===== config.mk =====
export PLATFORM = sky130hd
export DESIGN_NAME = cocr_regs
export DESIGN_NICKNAME = d
export VERILOG_FILES = /design/src/cocr_pkg.sv /design/src/cocr_smb_if.sv /design/src/cocr_smbus_slave.sv /design/src/cocr_regs.sv
export SDC_FILE = /design/constraint.sdc
export NUM_CORES = 1
export LEC_CHECK = 0
export BUFFER_PORTS_ARGS = -buffer_cell sky130_fd_sc_hd__buf_2
export CAP_MARGIN = 20
export CORE_MARGIN = 5
export CORE_UTILIZATION = 45
export CTS_CLUSTER_DIAMETER = 80
export DETAILED_ROUTE_END_ITERATION = 8
export SLEW_MARGIN = 15
export SYNTH_ARGS = -nofsm -noshare
export SYNTH_HDL_FRONTEND = slang
export SYNTH_SLANG_ARGS = --single-unit

===== constraint.sdc =====
create_clock -name i_clk_sys -period 7.6 [get_ports i_clk_sys]
set_clock_uncertainty 0.15 [all_clocks]
set_input_delay 0.76 -clock i_clk_sys [delete_from_list [all_inputs] [get_ports i_clk_sys]]
set_output_delay 0.76 -clock i_clk_sys [all_outputs]
set_load 0.03 [all_outputs]

===== src/cocr_pkg.sv =====
// Purpose: shared constants for the clock output control register bank
// Assumes: byte-wide registers reached over the two-wire serial port
// Notes: field positions are bit indices inside each register byte
`default_nettype none
package cocr_pkg;
  // serial addresses, read/write bit included
  localparam logic [7:0] CO_WR_ADDR = 8'hD2;
  localparam logic [7:0] CO_RD_ADDR = 8'hD3;
  localparam logic [3:0] CO_BITS_PER_BYTE = 4'h8;
  // command code and byte count precede register data on writes
  localparam logic [7:0] CO_HDR_BYTES = 8'h02;
  localparam logic [7:0] CO_RD_BYTE_COUNT = 8'h06;
  // register offsets
  localparam logic [2:0] CO_CPU_PAIR_CONTROL = 3'h1;
  localparam logic [2:0] CO_PCI_OUTPUT_CONTROL = 3'h2;
  localparam logic [2:0] CO_FREE_PCI_AND_48M_CONTROL = 3'h3;
  localparam logic [2:0] CO_SIXTY_SIX_OUTPUT_CONTROL = 3'h4;
  localparam logic [2:0] CO_SPREAD_DELAY_EDGE_CONTROL = 3'h5;
  // reset values
  localparam logic [7:0] CO_CPU_PAIR_RST = 8'h07;
  localparam logic [7:0] CO_PCI_OUT_RST = 8'h7F;
  localparam logic [7:0] CO_FREE_PCI_RST = 8'hC7;
  localparam logic [7:0] CO_SIXTY_SIX_RST = 8'h3F;
  localparam logic [7:0] CO_SPREAD_RST = 8'h40;
  // field positions
  localparam int CO_MULT_BIT = 7;
  localparam int CO_CPU_FLOAT_BIT = 6;
  localparam int CO_CPU_FREE_LSB = 3;
  localparam int CO_CPU_EN_LSB = 0;
  localparam int CO_REF_LOW_BIT = 7;
  localparam int CO_PCI_EN_LSB = 0;
  localparam int CO_DOT_EN_BIT = 7;
  localparam int CO_USB_EN_BIT = 6;
  localparam int CO_FPCI_STOPQ_LSB = 3;
  localparam int CO_FPCI_EN_LSB = 0;
  localparam int CO_SS_HI_BIT = 7;
  localparam int CO_FIXED66_EN_MSB = 5;
  localparam int CO_BUF66_EN_LSB = 0;
  localparam int CO_SS_MID_BIT = 7;
  localparam int CO_SS_LO_BIT = 6;
  localparam int CO_DELAY_LSB = 4;
  localparam int CO_DOT_SLOW_BIT = 2;
  localparam int CO_USB_SLOW_BIT = 0;
  localparam int CO_CPU_PAIRS = 3;
  localparam int CO_PCI_OUTS = 7;
  localparam int CO_FPCI_OUTS = 3;

  typedef enum logic [2:0] {
    CO_SMB_IDLE = 3'b000,
    CO_SMB_ADDR = 3'b001,
    CO_SMB_ACK = 3'b010,
    CO_SMB_WR = 3'b011,
    CO_SMB_TX = 3'b100,
    CO_SMB_MACK = 3'b101
  } cocr_smb_state_e;
endpackage
`default_nettype wire


===== src/cocr_smb_if.sv =====
// Purpose: byte-level link between serial engine and register bank
// Assumes: single clock domain
// Notes: strobes are one-cycle pulses
`default_nettype none
interface cocr_smb_if;
  logic frame_start;
  logic frame_stop;
  logic wr_valid;
  logic [7:0] wr_byte;
  logic rd_next;
  logic [7:0] rd_byte;
  logic sda_drive_n;
  modport slave(output frame_start, frame_stop, wr_valid, wr_byte, rd_next, sda_drive_n, input rd_byte);
  modport bank(input frame_start, frame_stop, wr_valid, wr_byte, rd_next, sda_drive_n, output rd_byte);
endinterface
`default_nettype wire


===== src/cocr_smbus_slave.sv =====
// Purpose: two-wire serial slave, bit and byte handling
// Assumes: serial pins synchronous to i_clk_sys, clock much faster than serial clock
// Notes: open-drain data is pulled low only through sda_drive_n
`default_nettype none
module cocr_smbus_slave
  import cocr_pkg::*;
(
  input wire logic i_clk_sys,
  input wire logic i_sys_rst,
  input wire logic i_sclk,
  input wire logic i_sdata,
  cocr_smb_if.slave bus
);
  logic scl_q;
  logic sda_q;
  logic read_mode;
  logic [3:0] bit_cnt;
  logic [7:0] shreg;
  cocr_smb_state_e state;
  logic scl_rise;
  logic scl_fall;
  logic start_det;
  logic stop_det;

  always_ff @(posedge i_clk_sys) begin
    if (i_sys_rst) begin
      scl_q <= 1'b1;
      sda_q <= 1'b1;
    end else begin
      scl_q <= i_sclk;
      sda_q <= i_sdata;
    end
  end

  assign scl_rise = i_sclk & ~scl_q;
  assign scl_fall = ~i_sclk & scl_q;
  assign start_det = scl_q & i_sclk & sda_q & ~i_sdata;
  assign stop_det = scl_q & i_sclk & ~sda_q & i_sdata;

  ////////////////////////////////////////////////////////////////////////////
  always_ff @(posedge i_clk_sys) begin
    if (i_sys_rst) begin
      state <= CO_SMB_IDLE;
      bit_cnt <= 4'h0;
      shreg <= 8'h00;
      read_mode <= 1'b0;
      bus.sda_drive_n <= 1'b1;
      bus.frame_start <= 1'b0;
      bus.frame_stop <= 1'b0;
      bus.wr_valid <= 1'b0;
      bus.wr_byte <= 8'h00;
      bus.rd_next <= 1'b0;
    end else begin
      bus.frame_start <= 1'b0;
      bus.frame_stop <= 1'b0;
      bus.wr_valid <= 1'b0;
      bus.rd_next <= 1'b0;
      if (start_det) begin
        state <= CO_SMB_ADDR;
        bit_cnt <= 4'h0;
        bus.sda_drive_n <= 1'b1;
        bus.frame_start <= 1'b1;
      end else if (stop_det) begin
        state <= CO_SMB_IDLE;
        bus.sda_drive_n <= 1'b1;
        bus.frame_stop <= 1'b1;
      end else begin
        case (state)
          CO_SMB_ADDR, CO_SMB_WR: begin
            if (scl_rise) begin
              shreg <= {shreg[6:0], i_sdata};
              bit_cnt <= bit_cnt + 4'h1;
            end else if (scl_fall && bit_cnt == CO_BITS_PER_BYTE) begin
              bit_cnt <= 4'h0;
              if (state == CO_SMB_WR) begin
                bus.wr_valid <= 1'b1;
                bus.wr_byte <= shreg;
                bus.sda_drive_n <= 1'b0;
                state <= CO_SMB_ACK;
              end else if (shreg == CO_WR_ADDR || shreg == CO_RD_ADDR) begin
                read_mode <= shreg[0];
                bus.sda_drive_n <= 1'b0;
                state <= CO_SMB_ACK;
              end else begin
                state <= CO_SMB_IDLE;
              end
            end
          end
          CO_SMB_ACK: begin
            if (scl_fall) begin
              bit_cnt <= 4'h0;
              if (read_mode) begin
                shreg <= {bus.rd_byte[6:0], 1'b0};
                bus.sda_drive_n <= bus.rd_byte[7];
                bus.rd_next <= 1'b1;
                state <= CO_SMB_TX;
              end else begin
                bus.sda_drive_n <= 1'b1;
                state <= CO_SMB_WR;
              end
            end
          end
          CO_SMB_TX: begin
            if (scl_rise) begin
              bit_cnt <= bit_cnt + 4'h1;
            end else if (scl_fall) begin
              if (bit_cnt == CO_BITS_PER_BYTE) begin
                bus.sda_drive_n <= 1'b1;
                state <= CO_SMB_MACK;
              end else begin
                bus.sda_drive_n <= shreg[7];
                shreg <= {shreg[6:0], 1'b0};
              end
            end
          end
          CO_SMB_MACK: begin
            if (scl_rise) begin
              state <= i_sdata ? CO_SMB_IDLE : CO_SMB_ACK;
            end
          end
          CO_SMB_IDLE: begin
            bus.sda_drive_n <= 1'b1;
          end
          default: begin
            state <= CO_SMB_IDLE;
          end
        endcase
      end
    end
  end
endmodule
`default_nettype wire


===== src/cocr_regs.sv =====
// Purpose: serial control bytes 1 to 5 and the output gating they steer
// Assumes: raw clock levels arrive synchronous to i_clk_sys; byte 0 bit 6 is an input
// Notes: every gated output follows its raw clock one cycle late
`default_nettype none
module cocr_regs
  import cocr_pkg::*;
#(
  parameter logic [7:0] RD_BYTE_COUNT = CO_RD_BYTE_COUNT
) (
  input wire logic i_clk_sys,
  input wire logic i_sys_rst,
  input wire logic i_sclk,
  input wire logic i_sdata,
  output logic o_sdata,
  output logic o_sdata_oe_n,
  input wire logic i_current_multiplier_select,
  input wire logic i_cpu_clock_stop_n,
  input wire logic i_power_down_n,
  input wire logic i_pci_clock_stop_n,
  input wire logic i_pd_float_mode,
  input wire logic i_cpu_clk_raw,
  input wire logic i_pci_clk_raw,
  input wire logic i_clk_48m_raw,
  input wire logic i_clk_66m_raw,
  output logic [2:0] o_cpu_true_out,
  output logic [2:0] o_cpu_complement_out,
  output logic [2:0] o_cpu_float,
  output logic [6:0] o_pci_out,
  output logic [2:0] o_free_pci_clock,
  output logic o_dot_clock_48m,
  output logic o_usb_clock_48m,
  output logic [2:0] o_fixed_66m_clock,
  output logic [2:0] o_buffered_66_out,
  output logic o_ref_low_strength,
  output logic [2:0] o_spread_select,
  output logic [1:0] o_external_66_delay,
  output logic o_dot_slow_edge,
  output logic o_usb_slow_edge
);
  if (RD_BYTE_COUNT == 8'h00) begin : g_chk
    $error("RD_BYTE_COUNT must be non-zero");
  end

  cocr_smb_if smb ();

  cocr_smbus_slave u_slave (
    .i_clk_sys(i_clk_sys),
    .i_sys_rst(i_sys_rst),
    .i_sclk(i_sclk),
    .i_sdata(i_sdata),
    .bus(smb.slave)
  );

  ////////////////////////////////////////////////////////////////////////////
  // register store
  logic [7:0] regs [1:5];
  logic [7:0] byte_idx;
  logic [2:0] wr_sel;
  logic [2:0] rd_sel;

  // maps a data byte number to a register offset, zero when unmapped
  function automatic logic [2:0] reg_sel(input logic [7:0] num);
    if (num >= 8'(CO_CPU_PAIR_CONTROL) && num <= 8'(CO_SPREAD_DELAY_EDGE_CONTROL)) begin
      return num[2:0];
    end
    return 3'h0;
  endfunction

  function automatic logic [7:0] reset_value(input logic [2:0] sel);
    case (sel)
      CO_CPU_PAIR_CONTROL: return CO_CPU_PAIR_RST;
      CO_PCI_OUTPUT_CONTROL: return CO_PCI_OUT_RST;
      CO_FREE_PCI_AND_48M_CONTROL: return CO_FREE_PCI_RST;
      CO_SIXTY_SIX_OUTPUT_CONTROL: return CO_SIXTY_SIX_RST;
      CO_SPREAD_DELAY_EDGE_CONTROL: return CO_SPREAD_RST;
      default: return 8'h00;
    endcase
  endfunction

  // gate follows its wish only while the raw clock is low
  function automatic logic gate_next(input logic cur, input logic want, input logic raw);
    return raw ? cur : want;
  endfunction

  // write data byte n lands in register n once the two header bytes pass
  assign wr_sel = (byte_idx >= CO_HDR_BYTES) ? reg_sel(byte_idx - CO_HDR_BYTES) : 3'h0;
  // reads return the byte count first, then byte 0 onward
  assign rd_sel = (byte_idx != 8'h00) ? reg_sel(byte_idx - 8'h01) : 3'h0;

  always_ff @(posedge i_clk_sys) begin
    if (i_sys_rst || smb.frame_start) begin
      byte_idx <= 8'h00;
    end else if ((smb.wr_valid || smb.rd_next) && byte_idx != 8'hFF) begin
      byte_idx <= byte_idx + 8'h01;
    end
  end

  // contents change only by reset or a write at the write address
  always_ff @(posedge i_clk_sys) begin
    if (i_sys_rst) begin
      for (int k = 1; k <= 5; k++) begin
        regs[k] <= reset_value(3'(k));
      end
    end else if (smb.wr_valid && wr_sel != 3'h0) begin
      regs[wr_sel] <= smb.wr_byte;
      if (wr_sel == CO_CPU_PAIR_CONTROL) begin
        regs[wr_sel][CO_MULT_BIT] <= 1'b0;
      end
    end
  end

  always_comb begin
    if (byte_idx == 8'h00) begin
      smb.rd_byte = RD_BYTE_COUNT;
    end else if (rd_sel == CO_CPU_PAIR_CONTROL) begin
      smb.rd_byte = {i_current_multiplier_select, regs[CO_CPU_PAIR_CONTROL][6:0]};
    end else if (rd_sel != 3'h0) begin
      smb.rd_byte = regs[rd_sel];
    end else begin
      smb.rd_byte = 8'h00;
    end
  end

  always_ff @(posedge i_clk_sys) begin
    if (i_sys_rst) begin
      o_sdata <= 1'b0;
      o_sdata_oe_n <= 1'b1;
    end else begin
      o_sdata <= 1'b0;
      o_sdata_oe_n <= smb.sda_drive_n;
    end
  end

  ////////////////////////////////////////////////////////////////////////////
  // desired run state of every gated output
  logic [7:0] cpu_r;
  logic [7:0] pci_r;
  logic [7:0] fp_r;
  logic [7:0] s66_r;
  logic [7:0] ss_r;
  logic [2:0] cpu_want;
  logic cpu_float_want;
  logic [6:0] pci_want;
  logic [2:0] fpci_want;
  logic [2:0] fixed_want;

  assign cpu_r = regs[CO_CPU_PAIR_CONTROL];
  assign pci_r = regs[CO_PCI_OUTPUT_CONTROL];
  assign fp_r = regs[CO_FREE_PCI_AND_48M_CONTROL];
  assign s66_r = regs[CO_SIXTY_SIX_OUTPUT_CONTROL];
  assign ss_r = regs[CO_SPREAD_DELAY_EDGE_CONTROL];

  always_comb begin
    for (int i = 0; i < CO_CPU_PAIRS; i++) begin
      cpu_want[i] = cpu_r[CO_CPU_EN_LSB + i]
        && (i_cpu_clock_stop_n || cpu_r[CO_CPU_FREE_LSB + i])
        && i_power_down_n;
    end
    for (int i = 0; i < CO_PCI_OUTS; i++) begin
      pci_want[i] = pci_r[CO_PCI_EN_LSB + i] && i_pci_clock_stop_n;
    end
    for (int i = 0; i < CO_FPCI_OUTS; i++) begin
      fpci_want[i] = fp_r[CO_FPCI_EN_LSB + i]
        && !(fp_r[CO_FPCI_STOPQ_LSB + i] && !i_pci_clock_stop_n);
    end
    for (int i = 0; i < 3; i++) begin
      fixed_want[i] = s66_r[CO_FIXED66_EN_MSB - i];
    end
  end

  // float on stop needs bit 6; at power down either bit 6 or byte 0 bit 6 alone is enough
  assign cpu_float_want = (!i_cpu_clock_stop_n && cpu_r[CO_CPU_FLOAT_BIT])
    || (!i_power_down_n && (cpu_r[CO_CPU_FLOAT_BIT] || i_pd_float_mode));

  ////////////////////////////////////////////////////////////////////////////
  // gates move only in the low phase, so only a cpu pair pulse can be clipped, when the raw low phase spans more than one cycle
  logic [2:0] cpu_gate;
  logic cpu_float_gate;
  logic [6:0] pci_gate;
  logic [2:0] fpci_gate;
  logic dot_gate;
  logic usb_gate;
  logic [2:0] fixed_gate;
  logic [2:0] buf_gate;

  always_ff @(posedge i_clk_sys) begin
    if (i_sys_rst) begin
      cpu_gate <= 3'h0;
      cpu_float_gate <= 1'b0;
    end else begin
      for (int i = 0; i < CO_CPU_PAIRS; i++) begin
        cpu_gate[i] <= gate_next(cpu_gate[i], cpu_want[i], i_cpu_clk_raw);
      end
      cpu_float_gate <= gate_next(cpu_float_gate, cpu_float_want, i_cpu_clk_raw);
    end
  end

  always_ff @(posedge i_clk_sys) begin
    if (i_sys_rst) begin
      pci_gate <= 7'h00;
      fpci_gate <= 3'h0;
    end else begin
      for (int i = 0; i < CO_PCI_OUTS; i++) begin
        pci_gate[i] <= gate_next(pci_gate[i], pci_want[i], i_pci_clk_raw);
      end
      for (int i = 0; i < CO_FPCI_OUTS; i++) begin
        fpci_gate[i] <= gate_next(fpci_gate[i], fpci_want[i], i_pci_clk_raw);
      end
    end
  end

  always_ff @(posedge i_clk_sys) begin
    if (i_sys_rst) begin
      dot_gate <= 1'b0;
      usb_gate <= 1'b0;
      fixed_gate <= 3'h0;
      buf_gate <= 3'h0;
    end else begin
      dot_gate <= gate_next(dot_gate, fp_r[CO_DOT_EN_BIT], i_clk_48m_raw);
      usb_gate <= gate_next(usb_gate, fp_r[CO_USB_EN_BIT], i_clk_48m_raw);
      for (int i = 0; i < 3; i++) begin
        fixed_gate[i] <= gate_next(fixed_gate[i], fixed_want[i], i_clk_66m_raw);
        buf_gate[i] <= gate_next(buf_gate[i], s66_r[CO_BUF66_EN_LSB + i], i_clk_66m_raw);
      end
    end
  end

  ////////////////////////////////////////////////////////////////////////////
  // gated clock outputs
  always_ff @(posedge i_clk_sys) begin
    if (i_sys_rst) begin
      o_cpu_true_out <= 3'h7;
      o_cpu_complement_out <= 3'h0;
      o_cpu_float <= 3'h0;
    end else begin
      for (int i = 0; i < CO_CPU_PAIRS; i++) begin
        o_cpu_true_out[i] <= cpu_gate[i] ? i_cpu_clk_raw : 1'b1;
        o_cpu_complement_out[i] <= cpu_gate[i] ? ~i_cpu_clk_raw : 1'b0;
      end
      o_cpu_float <= {3{cpu_float_gate}};
    end
  end

  always_ff @(posedge i_clk_sys) begin
    if (i_sys_rst) begin
      o_pci_out <= 7'h00;
      o_free_pci_clock <= 3'h0;
    end else begin
      o_pci_out <= pci_gate & {7{i_pci_clk_raw}};
      o_free_pci_clock <= fpci_gate & {3{i_pci_clk_raw}};
    end
  end

  always_ff @(posedge i_clk_sys) begin
    if (i_sys_rst) begin
      o_dot_clock_48m <= 1'b0;
      o_usb_clock_48m <= 1'b0;
      o_fixed_66m_clock <= 3'h0;
      o_buffered_66_out <= 3'h0;
    end else begin
      o_dot_clock_48m <= dot_gate & i_clk_48m_raw;
      o_usb_clock_48m <= usb_gate & i_clk_48m_raw;
      o_fixed_66m_clock <= fixed_gate & {3{i_clk_66m_raw}};
      o_buffered_66_out <= buf_gate & {3{i_clk_66m_raw}};
    end
  end

  ////////////////////////////////////////////////////////////////////////////
  // static settings
  always_ff @(posedge i_clk_sys) begin
    if (i_sys_rst) begin
      o_ref_low_strength <= CO_PCI_OUT_RST[CO_REF_LOW_BIT];
      o_spread_select <= {CO_SIXTY_SIX_RST[CO_SS_HI_BIT], CO_SPREAD_RST[CO_SS_MID_BIT],
                          CO_SPREAD_RST[CO_SS_LO_BIT]};
      o_external_66_delay <= CO_SPREAD_RST[CO_DELAY_LSB +: 2];
      o_dot_slow_edge <= CO_SPREAD_RST[CO_DOT_SLOW_BIT];
      o_usb_slow_edge <= CO_SPREAD_RST[CO_USB_SLOW_BIT];
    end else begin
      o_ref_low_strength <= pci_r[CO_REF_LOW_BIT];
      o_spread_select <= {s66_r[CO_SS_HI_BIT], ss_r[CO_SS_MID_BIT], ss_r[CO_SS_LO_BIT]};
      o_external_66_delay <= ss_r[CO_DELAY_LSB +: 2];
      o_dot_slow_edge <= ss_r[CO_DOT_SLOW_BIT];
      o_usb_slow_edge <= ss_r[CO_USB_SLOW_BIT];
    end
  end
endmodule
`default_nettype wire


==> reports/qor.yml <==
outcome:
  outcome: "complete, no violations"
global_routing:
  grt_pass1_wl_um: 24200
  grt_max_degree: 74
  grt_util_all_layers: 0.189
  antenna_found_initial: 0
  grt_overflow: 0
  grt_pass1_vias: 4557
cts:
  cts.htree.levels: 4
  cts_buffers: 17
  cts_buffer_depth: 2
  clk_latency_ns: 0.42
  cts_tree: "done"
  cts.sinks: 149
  holdBufCountCts: 0
  cts.repair.resized: 0
  root_buffer: "clkbuf_16"
  postCtsSetupBuffers: 0
  clk_pin_slew_worst_paths_ns: 0.06
yosys:
  syn_area_per_cell_um2: 10.1
  ys_seq_area_frac: 0.543
  synthDistinctLibCells: 64
  synth_edf_count: 55
  async_reset_ff_frac: 0
  ys.flop_type: "dfxtp_1"
  syn_nets: 667
  synth_warnings: 0
  synthCells: 644
  synth_area_mm2: 0.00650
  yosys.area.top_type: "dfxtp_1"
  synth_top_area_share: 0.289
  synthTopCellsByArea: "dfxtp_1 (29%), edfxtp_1 (25%), nor2_1 (4.7%)"
  ys_ff_latch: 149
sta:
  tightestPinTransition_ns: 0.797
  slew_headroom: 0.466
  final-hold-violation-count: 0
  tns_ns: 0
  layout_min_cycle_time_ns: 3.89
  slew_viol_final: 0
  rsz0062_at_grt: "false"
  min_period_over_period: 0.512
  clock.fmax_mhz: 257
  setup_violations: 0
power_and_ir_drop:
  combPwrFrac: 0.037
  p_leak_nw: 2.84
  power_frac_seq: 0.490
  power.density_mw_per_mm2: 236
  p_int_mw: 1.39
  irDropWorstVdd_uv: 129
  p_sw_uw: 366
  clkPwrFrac: 0.473
  p_sw_frac: 0.208
place:
  port_buffers: 48
  hpwl_um: 11000
  place.gp.congestion: 0.865
  dpl.cell_count: 843
worst_setup_path:
  cp_data_arrival_time_ns: 4.05
  cpMostUsedCell: "inv_1"
  slowest_delay_ns: 0.84
  slowest_stage: "ha_1"
  reg2reg_slack_ns: 3.71
  crit_family: "adder cells"
  crit_start: "byte_idx[0]$_SDFFE_PP0P_"
  worstPathMaxFanout: 18
  cp_cell_sequence: "inv_1 -> ha_1 -> inv_1 -> nor4b_1 -> nand4_1 -> o22a_1 -> a31o_1"
  end_kind: "flop"
  path_class: "reg2reg"
  startpoint_type: "flop"
  r2r-end: "u_slave.shreg[4]$_SDFFE_PP0P_"
  ff2ff_path_depth: 7
  cp_num_buf_inv: 2
  critPathRequiredTime_ns: 7.76
  rr_startpoint: "byte_idx[0]$_SDFFE_PP0P_"
drt:
  finalWirelength_um: 15200
  drtIter0Drc: 310
  vias: 4685
  drt_pre_antenna_iters: 5
  wire_per_inst_um: 17.3
  ant_nets: 0
  drcViolationCount: 0
  via_per_inst: 5.35
floorplanning:
  die_w_um: 130
  pin_count: 50
  core_mm2: 0.0144
  dieArea_mm2: 0.0170
  rows: 44
  start_util: 0.453
  fp.dieH_um: 130
final_layout:
  fin_nets: 701
  layout_common_cells: "dfxtp_1 (94), nor2_1 (82), edfxtp_1 (55)"
  drive_gt1_frac: 0.148
  area_growth_pct: 14.6
  final_common_cell: "dfxtp_1"
  antenna_cells: 0
  nFillCells: 1323
  stdcell_count: 875
hold_path:
  min_from: "usb_gate$_SDFFE_PP0N_"
  whs_path_depth: 2
  holdPathEnd: "o_usb_clock_48m$_SDFF_PP0_"
  hold_class: "reg2reg"
run:
  drv_cap: 0
## logic make-up (layout without fill, tap and decap cells)
kind of cell               after synthesis  count (layout)  synth area share
AOI/OAI and AO/OA                      112             112             0.113
xor gates and xnor gates                13              13            0.0187
adders and majority gates               11              11            0.0208
buffers and inverters                   57             104            0.0358
DFF                                    149             149             0.543
muxes                                   26              26            0.0441
other                                    1               1          0.000577
and+or+nand+nor                        275             275             0.224
## Yosys cell counts (all sizes together) (8+ instances only)
| master | number |
|---|---|
| inv | 23 |
| or2 | 16 |
| edfxtp | 55 |
| buf | 11 |
| and2 | 27 |
| nand2 | 39 |
| ha | 10 |
| nor2b | 17 |
| clkbuf | 23 |
| nand3 | 15 |
| dfxtp | 94 |
| nand2b | 27 |
| xnor2 | 8 |
| mux2i | 23 |
| a21oi | 48 |
| nor3 | 15 |
| nand4 | 8 |
| o21ai | 18 |
| nor2 | 82 |
## through the flow
stage          hold WS, ns  utilization  cell area, um^2  total power [mW]  worst slack, ns
2_1_floorplan        0.267            -             6500             0.922             4.93
3_3_place_gp         0.280        0.476             6830             0.945             3.90
3_5_place_dp         0.287        0.476             6830             0.946             3.72
4_1_cts              0.295        0.518             7440              1.78             3.70
5_1_grt              0.319        0.518             7450              1.82             3.32
6_report             0.290        0.518             7450              1.76             3.71
## metal layers
metal  track usage  share of wire  wire length [um]
met1         0.238           0.43              6540
met2         0.326           0.51              7690
met3        0.0409          0.049               747
met4        0.0568          0.012               187
met5             0              0                 0
## power groups by stage
stage               Combinational [mW]  Sequential (mW)  Clock (mW)
global route                    0.0730            0.865       0.885
finish                          0.0651            0.863       0.831
CTS                             0.0661            0.863       0.848
detailed placement              0.0659            0.880           0
global placement                0.0647            0.880           0
floorplan                       0.0415            0.880           0
## flip-flops by register name, indices dropped and copies added (netlist names), 4 cells and up
signal,cells
u_slave.bus.wr_byte,8
o_pci_out,7
regs,55
u_slave.bit_cnt,4
byte_idx,8
pci_gate,7
u_slave.shreg,8
## tightest hold or removal path, stage by stage, from the launching register on
cell and delay, ns:
dfxtp_1 0.30, nand2_1 0.06, nor2_1 0.04
## final cells by class
type	count	area [um^2]	area share
clock inverters	6	62.6	0.00840
flip-flops and latches	149	3530	0.474
multi-input cells	438	2750	0.369
repair buffers	49	248	0.0333
inverters	23	86.3	0.0116
clock buffers	26	542	0.0727
well taps	184	230	0.0309
## worst max-delay path by stage
| stage | to | slack [ns] | cells past startpoint |
|---|---|---|---|
| finish | u_slave.shreg[4]$_SDFFE_PP0P_ | 3.71 | 7 |
| global route | u_slave.shreg[4]$_SDFFE_PP0P_ | 3.32 | 7 |
| CTS | u_slave.shreg[3]$_SDFFE_PP0P_ | 3.70 | 7 |
| detailed placement | u_slave.shreg[3]$_SDFFE_PP0P_ | 3.72 | 7 |
| global placement | u_slave.shreg[2]$_SDFFE_PP0P_ | 3.90 | 8 |
| floorplan | u_slave.shreg[6]$_SDFFE_PP0P_ | 4.93 | 10 |
Power figures use the tool's default switching activity.
